[config.mk]
export PLATFORM = sky130hd
export DESIGN_NAME = pae_alarm_eval
export DESIGN_NICKNAME = d
export VERILOG_FILES = /design/src/include/pae_pkg.sv /design/src/rtl/pae_alarm_eval.sv /design/src/rtl/pae_delay.sv
export SDC_FILE = /design/constraint.sdc
export NUM_CORES = 2
export LEC_CHECK = 0
export ABC_AREA = 1
export BUFFER_PORTS_ARGS = -buffer_cell sky130_fd_sc_hd__buf_4
export CAP_MARGIN = 10
export CORE_MARGIN = 2
export CORE_UTILIZATION = 50
export DETAILED_ROUTE_END_ITERATION = 12
export PLACE_DENSITY_LB_ADDON = 0.2
export SETUP_SLACK_MARGIN = 0.15
export SLEW_MARGIN = 15
export SYNTH_ARGS = -nofsm -noshare
export SYNTH_HDL_FRONTEND = slang
export SYNTH_SLANG_ARGS = --single-unit
[constraint.sdc]
create_clock -name CLK_SYS -period 4.2 [get_ports CLK_SYS]
set_input_delay 0.63 -clock CLK_SYS [delete_from_list [all_inputs] [get_ports CLK_SYS]]
set_output_delay 0.63 -clock CLK_SYS [all_outputs]
set_load 0.05 [all_outputs]
[src/include/pae_pkg.sv]
// Shared constants for the process alarm evaluator
// Operation
// - Each alarm holds its own type code
// - Reset sets every type to deviation upper
// - ON and OFF delays, 0 to 999 s
// - Aux outputs routed by output assignment
// - Heater variant: aux 1 defaults to heater
// - Type 0 disables alarm, output never turns on
// - Type 1 on outside deviation band
// - Type 2 on when PV at or above SP+X
// - Type 3 on when PV at or below SP-X
// - Type 4 on inside deviation band
// - Types 5-7 add standby to 1-3
// - Type 8 on when PV above X
// - Type 9 on when PV below X
// - Types 10, 11 add standby to 8, 9
// - Type 12 loop burnout, alarm 1 only
// - Type 13 follows PV change rate
// - Types 1, 4, 5 use separate H, L
// - Type 5 off when hysteresis regions overlap
package pae_pkg;
  // ==========================================================
  // Sizes
  localparam int N_ALARM = 3;
  localparam int N_AUX   = 3;
  localparam int DW      = 16;
  localparam int EW      = 18;
  localparam int TW      = 5;
  localparam int AW      = 3;
  localparam int DLY_W   = 10;
  localparam logic [DLY_W-1:0] DLY_MAX = 10'h3e7;
  // ==========================================================
  // Alarm type codes
  localparam logic [TW-1:0] T_OFF     = 5'h00;
  localparam logic [TW-1:0] T_DEV_UL  = 5'h01;
  localparam logic [TW-1:0] T_DEV_U   = 5'h02;
  localparam logic [TW-1:0] T_DEV_L   = 5'h03;
  localparam logic [TW-1:0] T_DEV_IN  = 5'h04;
  localparam logic [TW-1:0] T_SB_UL   = 5'h05;
  localparam logic [TW-1:0] T_SB_U    = 5'h06;
  localparam logic [TW-1:0] T_SB_L    = 5'h07;
  localparam logic [TW-1:0] T_ABS_U   = 5'h08;
  localparam logic [TW-1:0] T_ABS_L   = 5'h09;
  localparam logic [TW-1:0] T_SB_AU   = 5'h0a;
  localparam logic [TW-1:0] T_SB_AL   = 5'h0b;
  localparam logic [TW-1:0] T_LOOP    = 5'h0c;
  localparam logic [TW-1:0] T_RATE    = 5'h0d;
  localparam logic [TW-1:0] T_LAST    = 5'h0d;
  localparam logic [TW-1:0] T_RESET   = 5'h02;
  // ==========================================================
  // Output assignment codes: 0 none, 1..N_ALARM alarm k, then heater
  localparam logic [AW-1:0] A_NONE    = 3'h0;
  localparam logic [AW-1:0] A_ALARM1  = 3'h1;
  localparam logic [AW-1:0] A_HEATER  = 3'h4;
  // ==========================================================
  // Timing
  localparam int CLK_HZ      = 25000000;
  localparam int TICK_TIME_S = 1;
  localparam int TICK_CYCLES = CLK_HZ * TICK_TIME_S;
  localparam int TICK_W      = 25;
endpackage

[src/rtl/pae_alarm_eval.sv]
// Process alarm evaluator: per-alarm type logic, standby, delays, aux routing
`timescale 1ns/1ps
`default_nettype none
module pae_alarm_eval #(
  parameter int TICK_CYCLES = pae_pkg::TICK_CYCLES
) (
  // Clock and reset
  input  wire logic                                          CLK_SYS,
  input  wire logic                                          ARST_N,
  // Process inputs
  input  wire logic signed [pae_pkg::DW-1:0]                 PROCESS_VALUE,
  input  wire logic signed [pae_pkg::DW-1:0]                 SET_POINT,
  input  wire logic signed [pae_pkg::DW-1:0]                 PV_RATE,
  input  wire logic        [pae_pkg::DW-1:0]                 HYSTERESIS,
  input  wire logic                                          LOOP_BURNOUT_ALARM,
  input  wire logic                                          HEATER_ALARM,
  input  wire logic                                          HEATER_OPTION,
  input  wire logic                                          STANDBY_RESTART,
  // Per-alarm values
  input  wire logic [pae_pkg::N_ALARM-1:0][pae_pkg::DW-1:0]    ALARM_VALUE,
  input  wire logic [pae_pkg::N_ALARM-1:0][pae_pkg::DW-1:0]    ALARM_UPPER,
  input  wire logic [pae_pkg::N_ALARM-1:0][pae_pkg::DW-1:0]    ALARM_LOWER,
  input  wire logic [pae_pkg::N_ALARM-1:0][pae_pkg::DLY_W-1:0] ON_DELAY,
  input  wire logic [pae_pkg::N_ALARM-1:0][pae_pkg::DLY_W-1:0] OFF_DELAY,
  // Type selection write
  input  wire logic                                          TYPE_WE,
  input  wire logic [1:0]                                    TYPE_IDX,
  input  wire logic [pae_pkg::TW-1:0]                        TYPE_DATA,
  // Output assignment write
  input  wire logic                                          ASSIGN_WE,
  input  wire logic [1:0]                                    ASSIGN_IDX,
  input  wire logic [pae_pkg::AW-1:0]                        ASSIGN_DATA,
  // Status
  output logic [pae_pkg::N_ALARM-1:0][pae_pkg::TW-1:0]         ALARM_TYPE,
  output logic [pae_pkg::N_AUX-1:0][pae_pkg::AW-1:0]           AUX_ASSIGN,
  output logic                                               TYPE_REJECT,
  output logic                                               ASSIGN_REJECT,
  output logic                                               TYPE1_HIDDEN,
  output logic [pae_pkg::N_ALARM-1:0]                        ALARM_STATE,
  // Auxiliary outputs
  output logic [pae_pkg::N_AUX-1:0]                          AUX_OUT
);
  localparam int EW = pae_pkg::EW;

  // ==========================================================
  // Helpers
  // Hysteresis: once on, an upper alarm holds until the value drops a band below
  function automatic logic up_hit(input logic signed [EW-1:0] v, input logic signed [EW-1:0] thr,
                                  input logic signed [EW-1:0] hy, input logic st);
    up_hit = st ? (v >= thr - hy) : (v >= thr);
  endfunction
  function automatic logic lo_hit(input logic signed [EW-1:0] v, input logic signed [EW-1:0] thr,
                                  input logic signed [EW-1:0] hy, input logic st);
    lo_hit = st ? (v <= thr + hy) : (v <= thr);
  endfunction
  function automatic logic any_assign(input logic [pae_pkg::N_AUX-1:0][pae_pkg::AW-1:0] a,
                                      input logic [pae_pkg::AW-1:0] code);
    any_assign = 1'b0;
    for (int k = 0; k < pae_pkg::N_AUX; k++) begin
      if (a[k] == code) begin
        any_assign = 1'b1;
      end
    end
  endfunction
  function automatic logic is_standby(input logic [pae_pkg::TW-1:0] t);
    is_standby = (t == pae_pkg::T_SB_UL) || (t == pae_pkg::T_SB_U) || (t == pae_pkg::T_SB_L) ||
                 (t == pae_pkg::T_SB_AU) || (t == pae_pkg::T_SB_AL);
  endfunction

  // ==========================================================
  // One-second enable
  logic [pae_pkg::TICK_W-1:0] tick_cnt_r;
  logic                       tick;
  assign tick = (tick_cnt_r == pae_pkg::TICK_W'(TICK_CYCLES - 1));
  always_ff @(posedge CLK_SYS or negedge ARST_N) begin
    if (!ARST_N) begin
      tick_cnt_r <= '0;
    end else begin
      tick_cnt_r <= tick ? '0 : tick_cnt_r + 1'b1;
    end
  end

  // ==========================================================
  // Output assignment and heater strap
  logic [pae_pkg::N_AUX-1:0][pae_pkg::AW-1:0] assign_r;
  logic                                      init_r;
  logic                                      heater_opt_r;
  logic                                      assign_ok;
  logic                                      hide1;
  logic                                      assign_rej_r;
  assign assign_ok = ASSIGN_WE && (ASSIGN_IDX < 2'(pae_pkg::N_AUX)) &&
                     (ASSIGN_DATA <= pae_pkg::A_HEATER);
  // Alarm 1 type is hidden while the heater variant has no output on alarm 1
  assign hide1 = heater_opt_r && !any_assign(assign_r, pae_pkg::A_ALARM1);

  // Strap is caught on the first edge after release, never under reset
  always_ff @(posedge CLK_SYS or negedge ARST_N) begin
    if (!ARST_N) begin
      init_r       <= 1'b0;
      heater_opt_r <= 1'b0;
    end else if (!init_r) begin
      init_r       <= 1'b1;
      heater_opt_r <= HEATER_OPTION;
    end
  end

  always_ff @(posedge CLK_SYS or negedge ARST_N) begin
    if (!ARST_N) begin
      assign_rej_r <= 1'b0;
    end else begin
      assign_rej_r <= ASSIGN_WE && !assign_ok;
    end
  end

  genvar k;
  generate
    for (k = 0; k < pae_pkg::N_AUX; k++) begin : g_aux
      always_ff @(posedge CLK_SYS or negedge ARST_N) begin
        if (!ARST_N) begin
          assign_r[k] <= pae_pkg::AW'(k + 1);
        end else if (!init_r && k == 0) begin
          assign_r[k] <= HEATER_OPTION ? pae_pkg::A_HEATER : pae_pkg::A_ALARM1;
        end else if (assign_ok && ASSIGN_IDX == 2'(k)) begin
          assign_r[k] <= ASSIGN_DATA;
        end
      end
    end
  endgenerate

  // ==========================================================
  // Per-alarm evaluation
  logic [pae_pkg::N_ALARM-1:0][pae_pkg::TW-1:0] type_r;
  logic [pae_pkg::N_ALARM-1:0]                  raw_r;
  logic [pae_pkg::N_ALARM-1:0]                  raw_c;
  logic [pae_pkg::N_ALARM-1:0]                  standby_r;
  logic [pae_pkg::N_ALARM-1:0]                  cond;
  logic [pae_pkg::N_ALARM-1:0]                  alarm_out;
  logic [pae_pkg::N_ALARM-1:0]                  type_ok;
  logic [pae_pkg::N_ALARM-1:0]                  overlap;
  logic                                        type_rej_r;

  wire signed [EW-1:0] pv = EW'(PROCESS_VALUE);
  wire signed [EW-1:0] sp = EW'(SET_POINT);
  wire signed [EW-1:0] rt = EW'(PV_RATE);
  wire signed [EW-1:0] hy = EW'({1'b0, HYSTERESIS});

  genvar i;
  generate
    for (i = 0; i < pae_pkg::N_ALARM; i++) begin : g_alm
      wire signed [EW-1:0] x   = EW'($signed(ALARM_VALUE[i]));
      wire signed [EW-1:0] h   = EW'($signed(ALARM_UPPER[i]));
      wire signed [EW-1:0] l   = EW'($signed(ALARM_LOWER[i]));
      // Separate H and L limits for the band types
      wire signed [EW-1:0] upr = sp + h;
      wire signed [EW-1:0] lwr = sp - l;
      wire band_out = up_hit(pv, upr, hy, raw_r[i]) || lo_hit(pv, lwr, hy, raw_r[i]);
      wire band_in  = (pv >= lwr) && (pv <= upr);
      wire dev_up   = up_hit(pv, sp + x, hy, raw_r[i]);
      wire dev_lo   = lo_hit(pv, sp - x, hy, raw_r[i]);
      wire abs_up   = up_hit(pv, x + EW'(1), hy, raw_r[i]);
      wire abs_lo   = lo_hit(pv, x - EW'(1), hy, raw_r[i]);
      wire rate_up  = up_hit(rt, x, hy, raw_r[i]);
      wire loop_burnout_alarm      = (i == 0) && LOOP_BURNOUT_ALARM;

      // Band narrower than two hysteresis widths: regions overlap, so type 5 stays off
      assign overlap[i] = ((upr - lwr) < (hy <<< 1));

      always_comb begin
        unique case (type_r[i])
          pae_pkg::T_OFF:    raw_c[i] = 1'b0;
          pae_pkg::T_DEV_UL: raw_c[i] = band_out;
          pae_pkg::T_DEV_U:  raw_c[i] = dev_up;
          pae_pkg::T_DEV_L:  raw_c[i] = dev_lo;
          pae_pkg::T_DEV_IN: raw_c[i] = band_in;
          pae_pkg::T_SB_UL:  raw_c[i] = band_out;
          pae_pkg::T_SB_U:   raw_c[i] = dev_up;
          pae_pkg::T_SB_L:   raw_c[i] = dev_lo;
          pae_pkg::T_ABS_U:  raw_c[i] = abs_up;
          pae_pkg::T_ABS_L:  raw_c[i] = abs_lo;
          pae_pkg::T_SB_AU:  raw_c[i] = abs_up;
          pae_pkg::T_SB_AL:  raw_c[i] = abs_lo;
          pae_pkg::T_LOOP:   raw_c[i] = loop_burnout_alarm;
          pae_pkg::T_RATE:   raw_c[i] = rate_up;
          default:           raw_c[i] = 1'b0;
        endcase
      end

      assign cond[i] = raw_c[i] && !(is_standby(type_r[i]) && standby_r[i]) &&
                       !(type_r[i] == pae_pkg::T_SB_UL && overlap[i]);

      // Code 12 only on alarm 1; alarm 1 locked while hidden behind the heater alarm
      assign type_ok[i] = TYPE_WE && TYPE_IDX == 2'(i) && TYPE_DATA <= pae_pkg::T_LAST &&
                          !(TYPE_DATA == pae_pkg::T_LOOP && i != 0) && !(i == 0 && hide1);

      always_ff @(posedge CLK_SYS or negedge ARST_N) begin
        if (!ARST_N) begin
          type_r[i]    <= pae_pkg::T_RESET;
          raw_r[i]     <= 1'b0;
          standby_r[i] <= 1'b1;
        end else begin
          if (type_ok[i]) begin
            type_r[i] <= TYPE_DATA;
          end
          raw_r[i] <= raw_c[i];
          // Restart arms standby; leaving the region releases it
          if (STANDBY_RESTART || type_ok[i]) begin
            standby_r[i] <= 1'b1;
          end else if (!raw_c[i]) begin
            standby_r[i] <= 1'b0;
          end
        end
      end

      pae_delay u_delay (
        .clk     (CLK_SYS),
        .arst_n  (ARST_N),
        .tick    (tick),
        .cond    (cond[i]),
        .on_dly  (ON_DELAY[i]),
        .off_dly (OFF_DELAY[i]),
        .out     (alarm_out[i])
      );

    end
  endgenerate

  always_ff @(posedge CLK_SYS or negedge ARST_N) begin
    if (!ARST_N) begin
      type_rej_r <= 1'b0;
    end else begin
      type_rej_r <= TYPE_WE && !(|type_ok);
    end
  end

  // ==========================================================
  // Aux output routing, registered
  logic [pae_pkg::N_AUX-1:0] aux_r;
  logic [pae_pkg::N_AUX-1:0] aux_nxt;
  generate
    for (k = 0; k < pae_pkg::N_AUX; k++) begin : g_route
      assign aux_nxt[k] = (assign_r[k] == pae_pkg::A_HEATER) ? HEATER_ALARM
                        : (assign_r[k] == pae_pkg::A_NONE) ? 1'b0
                        : alarm_out[2'(assign_r[k] - 3'h1)];
    end
  endgenerate
  always_ff @(posedge CLK_SYS or negedge ARST_N) begin
    if (!ARST_N) begin
      aux_r <= '0;
    end else begin
      aux_r <= aux_nxt;
    end
  end

  assign AUX_OUT       = aux_r;
  assign ALARM_TYPE    = type_r;
  assign AUX_ASSIGN    = assign_r;
  assign ALARM_STATE   = alarm_out;
  assign TYPE_REJECT   = type_rej_r;
  assign ASSIGN_REJECT = assign_rej_r;
  assign TYPE1_HIDDEN  = hide1;
endmodule
`default_nettype wire

[src/rtl/pae_delay.sv]
// ON/OFF delay stage for one alarm output
`timescale 1ns/1ps
`default_nettype none
module pae_delay (
  // Clock and reset
  input  wire logic                          clk,
  input  wire logic                          arst_n,
  // One-second enable
  input  wire logic                          tick,
  // Condition and delays
  input  wire logic                          cond,
  input  wire logic [pae_pkg::DLY_W-1:0]     on_dly,
  input  wire logic [pae_pkg::DLY_W-1:0]     off_dly,
  // Delayed output
  output logic                               out
);
  logic [pae_pkg::DLY_W-1:0] cnt_r;
  logic [pae_pkg::DLY_W-1:0] cnt_nxt;
  logic                      out_r;
  logic                      out_nxt;
  logic [pae_pkg::DLY_W-1:0] dly;
  wire                       differ = (cond != out_r);
  wire                       done   = (cnt_r >= dly);

  // Delays above the limit clamp, so a bad setting cannot stretch the count
  assign dly = ((cond ? on_dly : off_dly) > pae_pkg::DLY_MAX) ? pae_pkg::DLY_MAX
             : (cond ? on_dly : off_dly);
  // Any glitch back to the old level restarts the count
  assign cnt_nxt = !differ ? '0 : done ? '0 : tick ? cnt_r + 1'b1 : cnt_r;
  assign out_nxt = (differ && done) ? cond : out_r;
  assign out     = out_r;

  always_ff @(posedge clk or negedge arst_n) begin
    if (!arst_n) begin
      cnt_r <= '0;
      out_r <= 1'b0;
    end else begin
      cnt_r <= cnt_nxt;
      out_r <= out_nxt;
    end
  end
endmodule
`default_nettype wire

==> results by group <==
Clocking
  • # H-tree levels: 3
  • CTS Buf Count: 9
  • Sink Count: 95
  • # hold bufs at CTS: 0
  • Root Driver: clkbuf_16
  • CTS tree: yes
  • Clock latency on the worst-skew pair: 0.40 ns
  • Worst-path clk slew: 0.08 ns
  • Clk buf depth: 2

Pwr
  • P per Cell Area: 328 mW/mm²
  • Pleak: 44.3 nW
  • VDD IR max: 0.291 mV

Critical path
  • CP peak stage delay: 0.34 ns
  • Critical path's slowest cell: fa_2
  • Crit path launch type: input pin
  • Worst R2R End: g_alm[1].u_delay.cnt_r[6]
  • Reg2reg start: ALARM_TYPE[8]
  • Capturing element type of the critical path: flip-flop
  • Setup CP Type: in -> reg
  • CP max FO: 8
  • Path depth of the worst reg2reg path: 26
  • Worst reg-to-reg setup slack: 0.15 ns
  • Worst Path Arrival: 7.73 ns
  • CP Data Required Time: 4.53 ns
  • Cell mode on critical path: nand2_1

Timing
  • Final Max Tran Viols: 0
  • Slew @ Worst Pin: 1.11 ns
  • Final setup fails: 39
  • Relative max-transition margin: 25.0%
  • Setup TNS: -110.89 ns
  • Layout Skew: 0.0176 ns
  • Tmin final: 7.40 ns
  • Part of the cycle the worst path needs: 176%
  • Final hold vios: 0
  • RSZ-0062 raised after global routing: yes
  • Hold Slack: 0.287 ns
  • Max Clk Rate: 135 MHz
  • Setup ws final: -3.20 ns

Die
  • Total core area: 0.105 mm²
  • Num rows: 119
  • Io pins: 321
  • Die Y: 330 µm
  • Starting Density: 50.4%
  • Die area: 0.109 mm²
  • Die width: 330 µm

Synthesis
  • Netlist Area Pre-Place: 0.0530 mm²
  • Primary FF master, synth: dfrtp_1
  • Synth Warn #: 0
  • Netlist cell types: 75
  • EDFF count, synth: 0
  • FFs w/ async S/R, synth: 100%
  • Cells after Synth: 8091
  • Synth Net Count: 9811
  • #FFs+latches synth: 95
  • Synth Area per Inst: 6.56 µm²
  • Register area share after synthesis: 4.51%

Outcome
  • Failing checks: setup timing
  • Status: finished with violations

Hold path
  • Hold Crit Class: in -> async

Route
  • DR pass1 iterations: 8
  • Drt total wl: 248 mm
  • Initial detailed-routing violation count: 5723
  • Vias/cell: 5.57
  • Drt drc: 0
  • Number of routed nets with antenna violations: 0
  • Via count: 67600
  • Wirelength per Cell: 20.4 µm

Global route
  • Gr usage total: 43.7%
  • Largest net degree at the start of global routing: 81
  • Global-route wire length before repair: 364 mm
  • Antenna violations before repair: 17
  • Vias in the first global route: 65300
  • Global route overflow: 0

Cells and area
  • Share of cells above drive strength 1: 30.9%
  • Final nets: 12500
  • Commonest non-fill, non-tap cell in the layout: buf_4
  • Area grow syn2layout: 49.7%
  • Commonest non-fill, non-tap cells in the layout: buf_4, nand2_1, ha_1, inv_1, a21oi_1

Placement
  • GP Congestion: 1.07
  • PortBufs: 320
  • DP HPWL: 207 mm
  • Setup WS pre-CTS: -3.93 ns

Flow run
  • Max Cap Viol: 0
-- flip-flops by register name (all words and copies together) (netlist names) --
signal / cells
ALARM_TYPE: 15
ASSIGN_REJECT: 1
AUX_ASSIGN: 9
AUX_OUT: 3
TYPE_REJECT: 1
g_alm.u_delay.cnt_r: 30
g_alm.u_delay.out: 3
heater_opt_r: 1
init_r: 1
raw_r: 3
standby_r: 3
tick_cnt_r: 25
-- final cells by class --
cell class	instances	area [µm²]
antenna	8	20.0
clock buffer	9	225
clock inverter	7	93.8
fill	8419	25900
inverter	1333	5030
multi-input combinational	6626	48400
sequential	95	2390
tap	1391	1740
timing repair buffer	2678	21500
-- per-stage QoR --
step | std cells | area, µm² | total power (W) | utilization (%)
after floorplan | 8091 | 53400 | 0.0133 | -
final | 12100 | 79400 | 0.0260 | 75.4
after CTS | 12100 | 77500 | 0.0247 | 73.6
after detailed placement | 12000 | 75200 | 0.0228 | 71.5
after global routing | 12100 | 79400 | 0.0283 | 75.4
after global placement | 12000 | 75200 | 0.0222 | 71.5
-- power breakdown --
group / leakage, nW / total, W / internal, W / switching (W)
clock: 0.154 / 0.000912 / 0.000434 / 0.000478
sequential: 1.24 / 0.00114 / 0.00102 / 0.000119
combinational: 42.9 / 0.0240 / 0.0111 / 0.0128
-- worst max-delay path: cells and delay by family --
kind	cells	cell delay (ns)
fa+ha+maj	5	1.29
buf+inv	11	1.11
simple gates	26	2.45
compound gates	12	1.83
xor+xnor	2	0.40
-- per-layer routing --
| layer | vias to the layer above | global-route usage, % | routed length, µm |
|---|---|---|---|
| li1 | 32600 | - | - |
| met3 | 937 | 9.53 | 24300 |
| met4 | 14 | 28.6 | 20300 |
| met1 | 31200 | 52.3 | 95800 |
| met5 | - | 0 | 89 |
| met2 | 2898 | 70.5 | 107000 |
-- what timing repair did --
item,4_1_cts,5_1_grt
pin swaps,159,213
buffers inserted,62,49
gates cloned,7,0
setup endpoints to repair,39,39
gates resized for setup,301,324
-- how the worst max path moves through the flow --
stage,startpoint,endpoint,slack [ns]
6_report,SET_POINT[0],g_alm[2].u_delay.cnt_r[9],-3.20
5_1_grt,SET_POINT[0],g_alm[2].u_delay.cnt_r[4],-3.55
4_1_cts,SET_POINT[1],g_alm[0].u_delay.cnt_r[7],-2.94
3_5_place_dp,SET_POINT[0],g_alm[2].u_delay.cnt_r[2],-3.93
3_3_place_gp,SET_POINT[0],g_alm[2].u_delay.cnt_r[4],-3.81
2_1_floorplan,SET_POINT[1],g_alm[0].u_delay.cnt_r[7],-2.44
-- cell usage after synthesis (7+ instances only) --
cell | n | area, µm²
inv_2 | 10 | 37.5
nand4_1 | 138 | 863
a221oi_1 | 9 | 78.8
nor2_2 | 17 | 106
a21o_1 | 50 | 375
o21a_1 | 29 | 218
clkbuf_1 | 21 | 78.8
o221ai_1 | 25 | 219
nand2_1 | 1659 | 6230
a31oi_1 | 42 | 263
inv_1 | 1320 | 4950
and2_1 | 19 | 119
buf_2 | 7 | 35.0
o211ai_1 | 22 | 165
nand3b_1 | 37 | 278
or2_2 | 10 | 62.6
xnor2_1 | 153 | 1340
fa_1 | 36 | 721
nor2_4 | 7 | 78.8
o31ai_1 | 30 | 225
mux2i_1 | 7 | 70.1
nor4_1 | 31 | 194
nor2_1 | 521 | 1960
a211oi_1 | 20 | 150
nand3_1 | 351 | 1760
nor3_1 | 142 | 711
dfstp_2 | 10 | 263
o21ai_1 | 32 | 160
o21ai_0 | 289 | 1450
xor2_1 | 443 | 3880
a21oi_1 | 871 | 4360
dfrtp_1 | 85 | 2130
o21bai_1 | 94 | 706
nor3_2 | 10 | 100
o2111ai_1 | 20 | 175
nand2_2 | 14 | 87.6
ha_1 | 1396 | 17500
-- kinds of logic (layout without fill, tap and decap cells) --
logic type	after synthesis	in the layout	synth area share, %
AOI/OAI and AO/OA	1595	1595	17.1
xor gates and xnor gates	597	597	9.87
adders and majority gates	1432	1432	34.3
buffers and inverters	1375	4027	9.89
DFF	95	95	4.51
muxes	7	7	0.132
other	1	9	0.00707
and+or+nand+nor	2989	2994	24.2
(Power assumes the default switching activity.)
